==> src/hw/timer2_pkg.sv <==
// Constants, field positions and encodings shared by the timer2 waveform control block.
package timer2_pkg;

   // ---------------------------------------------------------------
   // Register offsets
   // ---------------------------------------------------------------
   localparam logic [2:0] OFF_CTRL  = 3'h0;
   localparam logic [2:0] OFF_CNT   = 3'h1;
   localparam logic [2:0] OFF_CMP   = 3'h2;
   localparam logic [2:0] OFF_FLAGS = 3'h3;
   localparam logic [2:0] OFF_CFG   = 3'h4;

   // ---------------------------------------------------------------
   // Field positions
   // ---------------------------------------------------------------
   localparam int BIT_FORCE  = 7;
   localparam int BIT_WGM_LO = 6;
   localparam int BIT_COM_HI = 5;
   localparam int BIT_COM_LO = 4;
   localparam int BIT_WGM_HI = 3;
   localparam int BIT_CS_HI  = 2;
   localparam int FLAG_OVF   = 0;
   localparam int FLAG_CMP   = 1;
   localparam int CFG_DIR    = 0;
   localparam int CFG_ASYNC  = 1;

   // ---------------------------------------------------------------
   // Reset values and counter limits
   // ---------------------------------------------------------------
   localparam logic [7:0] CTRL_RST  = 8'h00;
   localparam logic [7:0] CNT_RST   = 8'h00;
   localparam logic [7:0] CMP_RST   = 8'h00;
   localparam logic [1:0] FLAGS_RST = 2'h0;
   localparam logic [1:0] CFG_RST   = 2'h0;
   localparam logic [7:0] CNT_MAX   = 8'hFF;
   localparam logic [7:0] CNT_BOT   = 8'h00;

   // ---------------------------------------------------------------
   // Prescaler tap masks (divisor minus one)
   // ---------------------------------------------------------------
   localparam logic [9:0] DIV1_MASK    = 10'h000;
   localparam logic [9:0] DIV8_MASK    = 10'h007;
   localparam logic [9:0] DIV32_MASK   = 10'h01F;
   localparam logic [9:0] DIV64_MASK   = 10'h03F;
   localparam logic [9:0] DIV128_MASK  = 10'h07F;
   localparam logic [9:0] DIV256_MASK  = 10'h0FF;
   localparam logic [9:0] DIV1024_MASK = 10'h3FF;

   // ---------------------------------------------------------------
   // Encodings
   // ---------------------------------------------------------------
   typedef enum logic [1:0] {
      MODE_NORMAL = 2'h0,
      MODE_PCPWM  = 2'h1,
      MODE_CTC    = 2'h2,
      MODE_FAST   = 2'h3
   } mode_t;

   localparam logic [1:0] COM_OFF    = 2'h0;
   localparam logic [1:0] COM_TOGGLE = 2'h1;

   typedef enum logic [1:0] {
      DIR_UP   = 2'b01,
      DIR_DOWN = 2'b10
   } dir_t;

endpackage : timer2_pkg

==> src/hw/timer2_waveform_control.sv <==
// 8-bit timer/counter with one compare channel, prescaler and register port.
`timescale 1ns/1ps
module timer2_waveform_control
   import timer2_pkg::*;
(
   input  wire  logic       clk_sys,
   input  wire  logic       reset_n,
   input  wire  logic [2:0] regAddr,
   input  wire  logic [7:0] regWrData,
   input  wire  logic       regWr,
   input  wire  logic       regRd,
   output logic       [7:0] regRdData,
   input  wire  logic       oscPin,
   output logic             cmpPinOut,
   output logic             cmpPinOe,
   output logic             cmpOverride,
   output logic             cmpMatchFlag,
   output logic             overflowFlag
);

   // ---------------------------------------------------------------
   // State
   // ---------------------------------------------------------------
   logic [7:0] ctrlQ,   ctrlD;
   logic [7:0] cntQ,    cntD;
   logic [7:0] ocrBufQ, ocrBufD;
   logic [7:0] ocrActQ, ocrActD;
   logic [1:0] flagsQ,  flagsD;
   logic [1:0] cfgQ,    cfgD;
   logic [9:0] prescQ,  prescD;
   logic       blockQ,  blockD;
   logic       ocOutQ,  ocOutD;
   logic       pinOeQ,  pinOeD;
   logic       ovrQ,    ovrD;
   logic [7:0] rdQ,     rdD;
   dir_t       dirQ,    dirD;
   logic       oscSync1Q;
   logic       oscSync2Q;
   logic       oscPrevQ;

   // ---------------------------------------------------------------
   // Decode
   // ---------------------------------------------------------------
   mode_t      mode;
   logic [1:0] com;
   logic [2:0] clkSel;
   logic       pwm;
   logic       srcTick;
   logic       tick;
   logic [9:0] divMask;
   logic       match;
   logic       ignoreMatch;
   logic       wrCtrl;
   logic       wrCnt;
   logic       forceHit;
   mode_t      newMode;
   logic [1:0] newCom;

   assign mode    = mode_t'({ctrlQ[BIT_WGM_HI], ctrlQ[BIT_WGM_LO]});
   assign com     = ctrlQ[BIT_COM_HI:BIT_COM_LO];
   assign clkSel  = ctrlQ[BIT_CS_HI:0];
   assign pwm     = (mode == MODE_PCPWM) || (mode == MODE_FAST);
   assign wrCtrl  = regWr && (regAddr == OFF_CTRL);
   assign wrCnt   = regWr && (regAddr == OFF_CNT);
   assign newMode = mode_t'({regWrData[BIT_WGM_HI], regWrData[BIT_WGM_LO]});
   assign newCom  = regWrData[BIT_COM_HI:BIT_COM_LO];

   // In async mode each synchronised oscillator rising edge is one source tick.
   assign srcTick = cfgQ[CFG_ASYNC] ? (oscSync2Q & ~oscPrevQ) : 1'b1;

   always_comb begin
      case (clkSel)
         3'h2:    divMask = DIV8_MASK;
         3'h3:    divMask = DIV32_MASK;
         3'h4:    divMask = DIV64_MASK;
         3'h5:    divMask = DIV128_MASK;
         3'h6:    divMask = DIV256_MASK;
         3'h7:    divMask = DIV1024_MASK;
         default: divMask = DIV1_MASK;
      endcase
   end

   assign tick        = srcTick && (clkSel != 3'h0) && ((prescQ & divMask) == divMask);
   assign match       = (cntQ == ocrActQ) && !blockQ;
   assign ignoreMatch = pwm && (ocrActQ == CNT_MAX) && com[1];
   assign forceHit    = wrCtrl && regWrData[BIT_FORCE] &&
                        (newMode == MODE_NORMAL || newMode == MODE_CTC);

   // ---------------------------------------------------------------
   // Next-state logic
   // ---------------------------------------------------------------
   always_comb begin
      ctrlD   = ctrlQ;
      cntD    = cntQ;
      ocrBufD = ocrBufQ;
      ocrActD = ocrActQ;
      flagsD  = flagsQ;
      cfgD    = cfgQ;
      blockD  = blockQ;
      ocOutD  = ocOutQ;
      dirD    = dirQ;
      rdD     = 8'h00;
      prescD  = srcTick ? 10'(prescQ + 10'h001) : prescQ;

      if (tick) begin
         blockD = 1'b0;
         if (match) begin
            flagsD[FLAG_CMP] = 1'b1;
         end
         case (mode)
            MODE_NORMAL: begin
               cntD = 8'(cntQ + 8'h01);
               if (cntQ == CNT_MAX) flagsD[FLAG_OVF] = 1'b1;
               if (match && com == COM_TOGGLE) ocOutD = ~ocOutQ;
               else if (match && com[1]) ocOutD = com[0];
            end
            MODE_CTC: begin
               cntD = match ? CNT_BOT : 8'(cntQ + 8'h01);
               if (cntQ == CNT_MAX) flagsD[FLAG_OVF] = 1'b1;
               if (match && com == COM_TOGGLE) ocOutD = ~ocOutQ;
               else if (match && com[1]) ocOutD = com[0];
            end
            MODE_FAST: begin
               cntD = 8'(cntQ + 8'h01);
               if (match && !ignoreMatch && com[1]) ocOutD = com[0];
               if (cntQ == CNT_MAX) begin
                  flagsD[FLAG_OVF] = 1'b1;
                  ocrActD = ocrBufQ;
                  if (com[1]) ocOutD = ~com[0];
               end
            end
            MODE_PCPWM: begin
               if (dirQ == DIR_UP) begin
                  if (match && !ignoreMatch && com[1]) ocOutD = com[0];
                  if (cntQ == CNT_MAX) begin
                     dirD    = DIR_DOWN;
                     cntD    = 8'(cntQ - 8'h01);
                     ocrActD = ocrBufQ;
                     if (ignoreMatch) ocOutD = ~com[0];
                  end else begin
                     cntD = 8'(cntQ + 8'h01);
                  end
               end else begin
                  if (match && !ignoreMatch && com[1]) ocOutD = ~com[0];
                  if (cntQ == CNT_BOT) begin
                     dirD = DIR_UP;
                     cntD = 8'(cntQ + 8'h01);
                     flagsD[FLAG_OVF] = 1'b1;
                  end else begin
                     cntD = 8'(cntQ - 8'h01);
                  end
               end
            end
            default: cntD = cntQ;
         endcase
      end

      if (mode != MODE_PCPWM) dirD = DIR_UP;

      // Forced compare changes only the output, never a flag or the counter.
      if (forceHit) begin
         if (newCom == COM_TOGGLE) ocOutD = ~ocOutQ;
         else if (newCom[1]) ocOutD = newCom[0];
      end

      if (regWr) begin
         case (regAddr)
            OFF_CTRL:  ctrlD = {1'b0, regWrData[BIT_WGM_LO:0]};
            OFF_CNT: begin
               cntD   = regWrData;
               blockD = 1'b1;
            end
            OFF_CMP:   ocrBufD = regWrData;
            // A flag newly set by hardware in this cycle survives a write-one clear.
            OFF_FLAGS: flagsD = (flagsD & ~flagsQ) | (flagsQ & ~regWrData[1:0]);
            OFF_CFG:   cfgD = regWrData[1:0];
            default:   cfgD = cfgD;
         endcase
      end

      // Non-PWM modes use the written compare value at once.
      if (ctrlD[BIT_WGM_LO] == 1'b0) ocrActD = ocrBufD;

      if (regRd) begin
         case (regAddr)
            OFF_CTRL:  rdD = ctrlQ;
            OFF_CNT:   rdD = cntQ;
            OFF_CMP:   rdD = ocrBufQ;
            OFF_FLAGS: rdD = {6'h00, flagsQ};
            OFF_CFG:   rdD = {6'h00, cfgQ};
            default:   rdD = 8'h00;
         endcase
      end

      ovrD   = (ctrlD[BIT_COM_HI:BIT_COM_LO] != COM_OFF);
      pinOeD = ovrD && cfgD[CFG_DIR];
   end

   // ---------------------------------------------------------------
   // Registers
   // ---------------------------------------------------------------
   always_ff @(posedge clk_sys or negedge reset_n) begin
      if (!reset_n) begin
         ctrlQ     <= CTRL_RST;
         cntQ      <= CNT_RST;
         ocrBufQ   <= CMP_RST;
         ocrActQ   <= CMP_RST;
         flagsQ    <= FLAGS_RST;
         cfgQ      <= CFG_RST;
         prescQ    <= 10'h000;
         blockQ    <= 1'b0;
         ocOutQ    <= 1'b0;
         pinOeQ    <= 1'b0;
         ovrQ      <= 1'b0;
         rdQ       <= 8'h00;
         dirQ      <= DIR_UP;
         oscSync1Q <= 1'b0;
         oscSync2Q <= 1'b0;
         oscPrevQ  <= 1'b0;
      end else begin
         ctrlQ     <= ctrlD;
         cntQ      <= cntD;
         ocrBufQ   <= ocrBufD;
         ocrActQ   <= ocrActD;
         flagsQ    <= flagsD;
         cfgQ      <= cfgD;
         prescQ    <= prescD;
         blockQ    <= blockD;
         ocOutQ    <= ocOutD;
         pinOeQ    <= pinOeD;
         ovrQ      <= ovrD;
         rdQ       <= rdD;
         dirQ      <= dirD;
         oscSync1Q <= oscPin;
         oscSync2Q <= oscSync1Q;
         oscPrevQ  <= oscSync2Q;
      end
   end

   assign regRdData    = rdQ;
   assign cmpPinOut    = ocOutQ;
   assign cmpPinOe     = pinOeQ;
   assign cmpOverride  = ovrQ;
   assign cmpMatchFlag = flagsQ[FLAG_CMP];
   assign overflowFlag = flagsQ[FLAG_OVF];
endmodule : timer2_waveform_control

==> config.mk <==
export PLATFORM = sky130hd
export DESIGN_NAME = timer2_waveform_control
export DESIGN_NICKNAME = d
export VERILOG_FILES = /design/src/hw/timer2_pkg.sv /design/src/hw/timer2_waveform_control.sv
export SDC_FILE = /design/constraint.sdc
export NUM_CORES = 1
export LEC_CHECK = 0
export BUFFER_PORTS_ARGS = -buffer_cell sky130_fd_sc_hd__buf_4
export CORE_ASPECT_RATIO = 0.8
export CORE_MARGIN = 3
export CORE_UTILIZATION = 60
export CTS_CLUSTER_SIZE = 40
export DETAILED_ROUTE_END_ITERATION = 10
export PLACE_DENSITY = 0.84
export SLEW_MARGIN = 25
export SYNTH_ARGS = -nofsm -noshare
export SYNTH_HDL_FRONTEND = slang
export SYNTH_SLANG_ARGS = --single-unit
==> constraint.sdc <==
create_clock -name clk_sys -period 2.78 [get_ports clk_sys]
set_clock_uncertainty 0.1 [all_clocks]
set_input_delay 0.417 -clock clk_sys [delete_from_list [all_inputs] [get_ports clk_sys]]
set_output_delay 0.417 -clock clk_sys [all_outputs]
set_load 0.02 [all_outputs]
==> impl_results.md, run 1 <==
* Outcome: finished, final reports clean
* Row cnt at 25
* Critical Path End: cmpPinOut
* Largest net degree at the start of global routing at 63
* Chip height at 76.92 um
* # IOs at 29
* # hold bufs at CTS at 0
* Core box area at 0.006006 sq mm
* Final period util at 0.9153
* Count leader, synth: dfrtp_1
* Delay-heaviest family, CP: compound AO/OA/AOI/OAI gates
* Post-synth EDFFs at 0
* Post-Syn Nets at 410
* CP cell instances: inv_1 -> ha_1 -> o211ai_1 -> o31ai_1 -> nor4_4 -> o2111ai_1 -> nand4_1 -> o31a_1
* Synth warn at 0
* Initial Util at 0.6281
* Critical-path top delay cell: ha_1
* Yosys cell types at 61
* Slew headroom at 0.4785
* Final hold slack at 0.04552 ns
* Maximum capacitance violations at 0
* Commonest cells post-synth: dfrtp_1, nor2_1, nand2_1
* Syn Inst Count at 387
* Post-route cell area at 0.004223 sq mm
* H-tree Lvls at 3
* Clock transition at path regs at 0.07 ns
* VDD IR-drop max at 0.0005184 V
* GR Overflow Total at 0
* Register bit total from synthesis at 62
* Worst reg2reg startpoint: ctrlQ[3]
* Most frequently used flop master after synthesis: dfrtp_1
* Routability Congestion at 0.9885
* Port Buf Inserts at 28
* Mean post-synth cell area at 9.748 sq um
* Clk sink count at 62
* Initial antenna violation count at 0
* Fin nets at 438
* Min Clock Period, post-route at 2.545 ns
* Drt initial violations at 293
* Register area share after synthesis at 0.4116
* Most area-hungry cell type in the Yosys netlist: dfrtp_1
* Pins Over Slew Limit at 0
* Crit path max fanout at 11
* Post-DR wirelength/cell at 19.05 um
* Syn Std Cell Area at approximately 0.0038 sq mm
* Worst flop-to-flop path endpoint: cmpPinOut
* Layout cells sized above 1 at 0.1981
* Root Driver: clkbuf_8
* Crit path largest cell delay at around 0.43 ns
* Kind of critical path: reg2reg
* WP data arrival at between 2 and 3 ns
* Resized cells post-CTS at 0
* WL final at roughly 9.5 mm
* Placed inst area at 0.004034 sq mm
* Most area-consuming cells after synthesis: dfrtp_1, mux2_2, xnor2_1, nor2_1, mux2i_1
* Buffers plus inverters on the worst setup path at 1
* Max clock buf depth at 2
* Endpoints failing hold at 0
* Post-detailed-route count of antenna-violating nets at 0
* Vias in the first global route at slightly above 3000
* Die Wd at 94.65 um
* Die area at 0.007280 sq mm
* Top cell type's share of synthesized area at 0.4046
* FF-to-FF path depth at 8
* First-pass GRT wire length at 15.41 mm
* CP Data Required Time at 2.92 ns
* Later-pin clock latency in the skew report at 0.35 ns
* Tightest Pin Transition at 0.7822 ns
* Detailed placer's ending HPWL at between 6 and 7 mm
* Final setup violating endpoints at 0
* Postcts setup bufs at 0
* CTS tree: built
* ANT cells at 0
* CP endpoint kind: register
* P_leak at 1.860 nW
* Num CTS Buffers at 9
* Crit path depth at 8
* Pwr/cell area at 883.2 mW/mm^2
* Drt first pass iters at 5
* Routed vias at 3136
* # DRC at 0
* Crit path launch: ctrlQ[3]
* Setup tns final at 0 ns
* Peak Freq at 393.0 MHz
* Total track usage at 0.2757
* Critical Path Start Type: register
* Hold crit path type: in2async
* RSZ-0062 raised after global routing: no
* Worst R2R Setup Slack at 0.24 ns
* Async SR Flop Fraction at 1.000
* Vias/cell at about 6.3
* Layout area overhead at 11.94%
[report_power, final]
group / internal [W] / switching, W / total (W) / leakage, nW
Sequential: 0.00114 / 0.000405 / 0.00154 / 0.761
Combinational: 0.000648 / 0.000770 / 0.00142 / 1.00
Clock: 0.000430 / 0.000340 / 0.000770 / 0.0952
[layout make-up]
type / count / area (sq um)
multi-input combinational: 296 / 2076
fill: 434 / 1783
sequential: 62 / 1553
timing repair buffer: 35 / 262.8
clock buffer: 11 / 141.4
tap: 81 / 101.3
clock inverter: 4 / 47.55
inverter: 11 / 41.29
[worst reg2reg max path: stages (launching register included)]
cell       delay, ns
dfrtp_1         0.41
inv_1           0.09
ha_1            0.43
o211ai_1        0.23
o31ai_1         0.44
nor4_4          0.10
o2111ai_1       0.20
nand4_1         0.12
o31a_1          0.33
[worst min path at each step]
stage | end | slack (ns) | cells after the start
6_report | cntQ[2] | 0.05 | 1
5_1_grt | oscSync1Q | 0.07 | 1
4_1_cts | cntQ[2] | 0.06 | 1
3_5_place_dp | oscSync2Q | 0.24 | 0
3_3_place_gp | oscSync2Q | 0.25 | 0
2_1_floorplan | blockQ | 0.02 | 0
[flip-flops by register name, indices dropped and copies added, names as in the netlist]
name	flops
blockQ	1
cfgQ	2
cmpOverride	1
cmpPinOe	1
cmpPinOut	1
cntQ	8
ctrlQ	7
dirQ	2
flagsQ	2
ocrActQ	8
ocrBufQ	8
oscPrevQ	1
oscSync1Q	1
oscSync2Q	1
prescQ	10
regRdData	8
[metrics by stage]
step | total power [W] | setup WS, ns | std cells | utilization
2_1_floorplan | 0.002574 | 0.7499 | 387 | -
3_3_place_gp | 0.002886 | 0.3606 | 485 | 0.6717
3_5_place_dp | 0.002932 | 0.3114 | 485 | 0.6717
4_1_cts | 0.003713 | 0.2925 | 500 | 0.7031
5_1_grt | 0.003950 | 0.1193 | 500 | 0.7031
6_report | 0.003729 | 0.2355 | 500 | 0.7031
[per-layer routing]
metal	vias up	global-route usage	share of wire
met1	1498	0.3973	0.43
met5	-	0	0
li1	1450	-	-
met2	173	0.4018	0.45
met4	0	0.09078	0.016
met3	15	0.07353	0.11
[cells by family (layout without fill, tap and decap cells)]
family                     Yosys count  after routing  synth area share
xor gates and xnor gates            25             25           0.06003
and+or+nand+nor                    141            141            0.2003
buffers and inverters               29             61           0.03814
adders and majority gates            7              7           0.02322
muxes                               34             34            0.1022
AOI/OAI and AO/OA                   89             89            0.1645
DFF                                 62             62            0.4116
[layout by cell type (no fill, tap or decap), types with 5 or more instances in the layout]
master    synthesis  layout
a21oi_1          26      26
a31oi_1           5       5
and2_1            7       7
and3_1            7       7
buf_4             3      35
clkbuf_8          0      10
dfrtp_1          61      61
ha_1              7       7
inv_1            11      11
mux2_2           16      16
mux2i_1          16      16
nand2_1          28      28
nand2b_1          6       6
nand3_1          15      15
nand4_1           9       9
nor2_1           44      44
nor2b_1           6       6
nor3_1            5       5
o21ai_0          14      14
o21ai_1           6       6
xnor2_1          19      19
xor2_1            5       5
Power figures use the tool's default switching activity.
==> inputs of run 2 (changes only) <==
- clock period: 2.78 -> 2.4 ns (I/O delays scaled with it)
==> run 2 against run 1 <==
The flow now finishes with violations (negative hold slack). Die area is the same. Routed wire length grew 13%. Clock power grew 32%. Hold slack lost 0.057 ns. Non-clock buffer count grew 29. Critical path type unchanged.
==> impl_results.md, run 2 (synthesized netlist as in run 1, its figures left out) <==
* Violated checks: negative hold slack
* Hold crit path type: in2async
* Row cnt at 25 (unchanged)
* Top Layer Used: met4
* Pins Over Slew Limit at 0 (unchanged)
* Buffers plus inverters on the worst setup path at 1 (unchanged)
* Crit path largest cell delay at 0.55 ns (+0.12 ns)
* Maximum capacitance violations at 0 (unchanged)
* Min Clock Period, post-route at 2.372 ns (-0.1730 ns)
* Max reg flops at 10 (unchanged)
* Drt first pass iters at 5 (unchanged)
* Vias/cell at 6.447 (+2.8%)
* # hold bufs at CTS at 0 (unchanged)
* Port Buf Inserts at 28 (unchanged)
* Net Switching at 0.001946 W (+28%)
* Clock transition at path regs at 0.08 ns (about the same)
* Post-DR wirelength/cell at 20.23 um (+6.2%)
* Placed inst area at 0.004184 sq mm (+3.7%)
* Clk sink count at 62 (unchanged)
* Drt initial violations at 432 (+47%)
* Num CTS Buffers at 9 (unchanged)
* Layout area overhead at 20.73%
* Crit path max fanout at 8 (-3)
* # IOs at 29 (unchanged)
* Outcome: complete, but fails checks
* Tightest Pin Transition at 0.7836 ns (+0.001406 ns)
* # DRC at 0 (unchanged)
* H-tree Lvls at 3 (unchanged)
* Fin nets at 467 (+6.6%)
* Most common cell after layout, fill and taps aside: buf_4
* Worst reg2reg startpoint: cntQ[4]
* Largest net degree at the start of global routing at 63 (unchanged)
* Pwr/cell area at 1056 mW/mm^2 (+20%)
* Logic pwr share at 0.424 (+0.044)
* P_leak at 2.036 nW (+9.5%)
* Delay-heaviest family, CP: compound AO/OA/AOI/OAI gates
* Critical-path top delay cell: dfrtp_1
* GR Overflow Total at 0 (unchanged)
* Vias in the first global route at 3294 (+8.7%)
* CTS tree: built
* Met2 Routed Length at 5.090 mm (+19%)
* CP endpoint kind: register
* Initial Util at 0.6281 (unchanged)
* Internal power at 0.002861 W (+29%)
* Layout cells sized above 1 at 0.2918 (+0.09367)
* Chip height at 76.92 um (unchanged)
* Total track usage at 0.2977 (+0.02198)
* WP data arrival at 2.51 ns (-0.17 ns)
* Core box area at 0.006006 sq mm (unchanged)
* Slew headroom at 0.4776 (-0.0009370)
* Routed vias at 3417 (+9.0%)
* Most frequent cells in the layout: buf_4, dfrtp_1, nor2_1
* CP cell instances: xnor2_2 -> nand3_1 -> o31ai_4 -> buf_4 -> a21bo_2 -> a221oi_2 -> o21ai_1
* Max clock buf depth at 2 (unchanged)
* Peak Freq at 421.7 MHz (+7.3%)
* Met3 WL at 1.002 mm (-3.6%)
* Endpoints failing hold at 12 (+12)
* CP Data Required Time at 2.53 ns (-0.39 ns)
* Root Driver: clkbuf_8
* Routability Congestion at 0.9766 (-1.2%)
* Post-detailed-route count of antenna-violating nets at 0 (unchanged)
* Met1 WL at 4.349 mm (+7.0%)
* Sw Ratio at 0.4048 (-0.001548)
* Largest reg by FF count: prescQ
* Detailed placer's ending HPWL at 7.334 mm (+6.5%)
* Final hold slack at -0.01195 ns (-0.05747 ns)
* VDD IR-drop max at 0.0006461 V (+25%)
* Final setup violating endpoints at 0 (unchanged)
* Final period util at 0.9881 (+0.07285)
* Kind of critical path: reg2reg
* Die Wd at 94.65 um (unchanged)
* Flop pwr share at 0.363 (-0.050)
* Later-pin clock latency in the skew report at 0.35 ns (about the same)
* ANT cells at 0 (unchanged)
* WL final at 10.72 mm (+13%)
* Initial antenna violation count at 0 (unchanged)
* Die area at 0.007280 sq mm (unchanged)
* Post-route cell area at 0.004554 sq mm (+7.9%)
* Crit path launch: cntQ[4]
* Critical Path Start Type: register
* Clock power share at 0.213 (+0.006)
* First-pass GRT wire length at 16.67 mm (+8.1%)
-- run 2: power groups by stage --
stage / sequential [W] / clock, W / combinational (W)
after floorplan: 0.00157 / 0 / 0.00141
after global routing: 0.00177 / 0.00106 / 0.00222
after detailed placement: 0.00172 / 0 / 0.00183
after CTS: 0.00171 / 0.00103 / 0.00186
final: 0.00175 / 0.00102 / 0.00204
after global placement: 0.00170 / 0 / 0.00179
-- run 2: layout make-up --
| class | instances | area, sq um |
|---|---|---|
| clock inverter | 7 | 98.84 |
| sequential | 62 | 1558 |
| inverter | 11 | 41.29 |
| multi-input combinational | 296 | 2151 |
| timing repair buffer | 64 | 480.5 |
| tap | 81 | 101.3 |
| clock buffer | 9 | 123.9 |
| fill | 395 | 1451 |
-- run 2: timing repair --
item / in CTS / in global routing
setup buffers: 0 / 9
gates resized for setup: 0 / 21
endpoints found under the setup margin: 0 / 8
-- run 2: stage by stage --
step | total power [W] | worst slack, ns | std cells | setup TNS [ns] | utilization
6_report | 0.004808 | 0.02846 | 530 | 0 | 0.7583
5_1_grt | 0.005059 | -0.05459 | 530 | -0.1360 | 0.7583
3_3_place_gp | 0.003483 | 0.1570 | 505 | 0 | 0.6967
4_1_cts | 0.004586 | 0.03445 | 521 | 0 | 0.7338
3_5_place_dp | 0.003546 | 0.07810 | 505 | 0 | 0.6967
2_1_floorplan | 0.002982 | 0.3699 | 387 | 0 | -
-- run 2: path summary, 6_finish.rpt --
check                            endpoint  slack, ns  depth (start not counted)
worst max-delay path              cntQ[7]       0.03                          7
worst min-delay path            prescQ[5]      -0.01                          1
worst max register to register    cntQ[7]       0.03                          7
worst min register to register  oscSync2Q       0.26                          0
max in group asynchronous         cntQ[0]       1.65                          1
min in group clk_sys            oscSync1Q       0.02                          1
-- run 2: routing by layer --
metal / track usage / vias up
met5: 0 / -
met2: 0.4602 / 220
met3: 0.07549 / 36
li1: - / 1516
met1: 0.4069 / 1645
met4: 0.1009 / 0
==> inputs of run 3 (changes only) <==
- ABC_AREA: unset -> 1
==> run 3 against run 2 <==
The flow still finishes with violations (negative hold slack). Clock power decreased by 21%. Routed wire length decreased by 6.0%. Core utilization decreased by 2.7 points. Synthesized cell count increased by 27%. Hold slack improved by 0.0013 ns. First-iteration DRC count increased by 38%. Synthesized area decreased by 2.5%. Register-to-register slack improved by 0.19 ns. Worst setup slack improved by 0.19 ns. Global-route usage decreased by 0.28 points. Non-clock buffer count decreased by 30. Flip-flop and latch count unchanged. Largest cell class unchanged. Highest routed layer unchanged.
==> impl_results.md, run 3 <==
* Vias in the first global route at 3273 (-0.64%)
* Port Buf Inserts at 28 (unchanged)
* Initial antenna violation count at 0 (unchanged)
* Mean post-synth cell area at 7.507 sq um (-23%)
* Pwr/cell area at 1023 mW/mm^2 (-3.1%)
* Kind of critical path: reg2reg
* ANT cells at 0 (unchanged)
* WP data arrival at 2.31 ns (-0.20 ns)
* Die Wd at 93.54 um (-1.2%)
* Logic pwr share at 0.421 (-0.003)
* CP cell instances: inv_1 -> nand2_1 -> nand2_1 -> nor2_1 -> nand3_2 -> nor2_4 -> inv_1 -> nand2_1 -> inv_2 -> nor2_1 -> nand2_1 -> nand3_1 -> a22oi_1
* Layout area overhead at 12.89%
* Register area share after synthesis at 0.4221 (+0.01050)
* Buffers plus inverters on the worst setup path at 3 (+2)
* # DRC at 0 (unchanged)
* Final period util at 0.9107 (-0.07743)
* Later-pin clock latency in the skew report at 0.35 ns (about the same)
* Delay-heaviest family, CP: simple AND/OR/NAND/NOR gates
* Most frequently used flop master after synthesis: dfrtp_1
* Largest net degree at the start of global routing at 63 (unchanged)
* Synth warn at 0 (unchanged)
* Drt first pass iters at 7 (+2)
* FILL cells at 459 (+16%)
* Routed vias at 3579 (+4.7%)
* VDD IR-drop max at 0.0005458 V (-16%)
* H-tree Lvls at 3 (unchanged)
* Post-DR wirelength/cell at 16.53 um (-18%)
* Most area-hungry cell type in the Yosys netlist: dfrtp_1
* Register bit total from synthesis at 62 (unchanged)
* Final setup violating endpoints at 0 (unchanged)
* Flop pwr share at 0.389 (+0.026)
* Drt initial violations at 597 (+38%)
* GR Overflow Total at 0 (unchanged)
* Outcome: complete, but fails checks
* Post-Syn Nets at 513 (+25%)
* Critical Path Start Type: register
* Postcts setup bufs at 0 (unchanged)
* Maximum capacitance violations at 0 (unchanged)
* CP endpoint kind: register
* Setup tns final at 0 ns (unchanged)
* Post-detailed-route count of antenna-violating nets at 0 (unchanged)
* Resized cells post-CTS at 0 (unchanged)
* Post-synth EDFFs at 0 (unchanged)
* Num CTS Buffers at 9 (unchanged)
* Initial Util at 0.6481 (+0.02002)
* Fin nets at 550 (+18%)
* Total track usage at 0.2950 (-0.002751)
* Most frequent cells in the layout: nand2_1, inv_1, dfrtp_1
* Slew headroom at 0.4690 (-0.008545)
* Endpoints failing hold at 10 (-2)
* Commonest cells post-synth: nand2_1, inv_1, dfrtp_1
* Clock power share at 0.190 (-0.023)
* CP Data Required Time at 2.52 ns (about the same)
* # IOs at 29 (unchanged)
* Pins Over Slew Limit at 0 (unchanged)
* Total power at 0.004246 W (-12%)
* Yosys cell types at 40 (-34%)
* Chip height at 76.04 um (-1.2%)
* Core box area at 0.005675 sq mm (-5.5%)
* Crit path max fanout at 10 (+2)
* Row cnt at 24 (-4.0%)
* # hold bufs at CTS at 0 (unchanged)
* Syn Std Cell Area at 0.003679 sq mm (-2.5%)
* WL final at 10.08 mm (-6.0%)
* Count leader, synth: nand2_1
* Layout cells sized above 1 at 0.1617 (-0.1301)
* Internal power at 0.002344 W (-18%)
* Violated checks: negative hold slack
* CTS tree: built
* Critical-path top delay cell: dfrtp_1
* Die area at 0.007112 sq mm (-2.3%)
* Top cell type's share of synthesized area at 0.4150 (+0.01032)
* Net Switching at 0.001902 W (-2.3%)
* Routability Congestion at 1.104 (+13%)
* P_leak at 2.110 nW (+3.6%)
* Peak Freq at 457.5 MHz (+8.5%)
* Crit path largest cell delay at 0.57 ns (+0.02 ns)
* Syn Inst Count at 490 (+27%)
* Final hold slack at -0.01070 ns (+0.001251 ns)
* RSZ-0062 raised after global routing: no
* Most area-consuming cells after synthesis: dfrtp_1, nand2_1, inv_1, o21ai_0, nor2_1
* Tightest Pin Transition at 0.7965 ns (+0.01282 ns)
* Largest reg by FF count: prescQ
* Sw Ratio at 0.4479 (+0.04311)
* Vias/cell at 5.867 (-9.0%)
* Root Driver: clkbuf_8
* Detailed placer's ending HPWL at 7.516 mm (+2.5%)
* Min Clock Period, post-route at 2.186 ns (-0.1858 ns)
* Most common cell after layout, fill and taps aside: nand2_1
* Clk sink count at 62 (unchanged)
* Hold crit path type: in2async
* Clock transition at path regs at 0.07 ns (about the same)
* First-pass GRT wire length at 16.36 mm (-1.9%)
* Crit path top cell by count: nand2_1
* Async SR Flop Fraction at 1.000 (unchanged)
* Max clock buf depth at 2 (unchanged)
* Max reg flops at 10 (unchanged)
-- run 3: area by class of cell --
cell class / count / area (sq um) / area share
multi-input combinational: 343 / 1787 / 0.4302
tap: 78 / 97.59 / 0.02350
clock inverter: 6 / 38.79 / 0.009340
inverter: 77 / 294.0 / 0.07080
sequential: 62 / 1553 / 0.3739
timing repair buffer: 34 / 255.2 / 0.06146
clock buffer: 10 / 127.6 / 0.03073
-- run 3: worst paths after layout --
path	from	endpoint	slack, ns	depth (start not counted)
worst min-delay path	reset_n	regRdData[6]	-0.01	1
min in group clk_sys	oscPin	oscSync1Q	0.01	1
worst min register to register	oscSync1Q	oscSync2Q	0.26	0
max in group asynchronous	reset_n	prescQ[3]	1.69	1
worst max register to register	cntQ[2]	cntQ[6]	0.21	13
worst max-delay path	cntQ[2]	cntQ[6]	0.21	13
-- run 3: power by group through the flow --
stage | clock (W) | combinational, W | sequential [W]
floorplan | 0 | 0.00126 | 0.00158
global placement | 0 | 0.00168 | 0.00164
detailed placement | 0 | 0.00171 | 0.00166
CTS | 0.000810 | 0.00173 | 0.00164
global route | 0.000857 | 0.00198 | 0.00169
finish | 0.000807 | 0.00179 | 0.00165
-- run 3: logic make-up after synthesis --
| group | count (synthesis) | share of synthesized area |
|---|---|---|
| muxes | 1 | 0.003061 |
| xor gates and xnor gates | 16 | 0.03809 |
| adders and majority gates | 7 | 0.02381 |
| AOI/OAI and AO/OA | 90 | 0.1384 |
| and+or+nand+nor | 229 | 0.2789 |
| buffers and inverters | 85 | 0.09557 |
| DFF | 62 | 0.4221 |
-- run 3: stage by stage --
step	instances	hold slack, ns	utilization	cell area [sq um]	worst slack [ns]
3_3_place_gp	594	0.2339	0.7002	3974	0.1339
6_report	610	-0.01070	0.7317	4153	0.2143
4_1_cts	610	0.01028	0.7295	4140	0.07650
2_1_floorplan	490	-0.03559	-	3679	0.5087
3_5_place_dp	594	0.2435	0.7002	3974	0.1030
5_1_grt	610	0.01174	0.7317	4153	0.06291
-- run 3: metal layers --
layer / GRT usage / wire [um] / up-vias
li1: - / - / 1656
met1: 0.4461 / 4338 / 1650
met2: 0.4147 / 4182 / 238
met3: 0.08391 / 1349 / 35
met4: 0.07792 / 213 / 0
met5: 0 / 0 / -
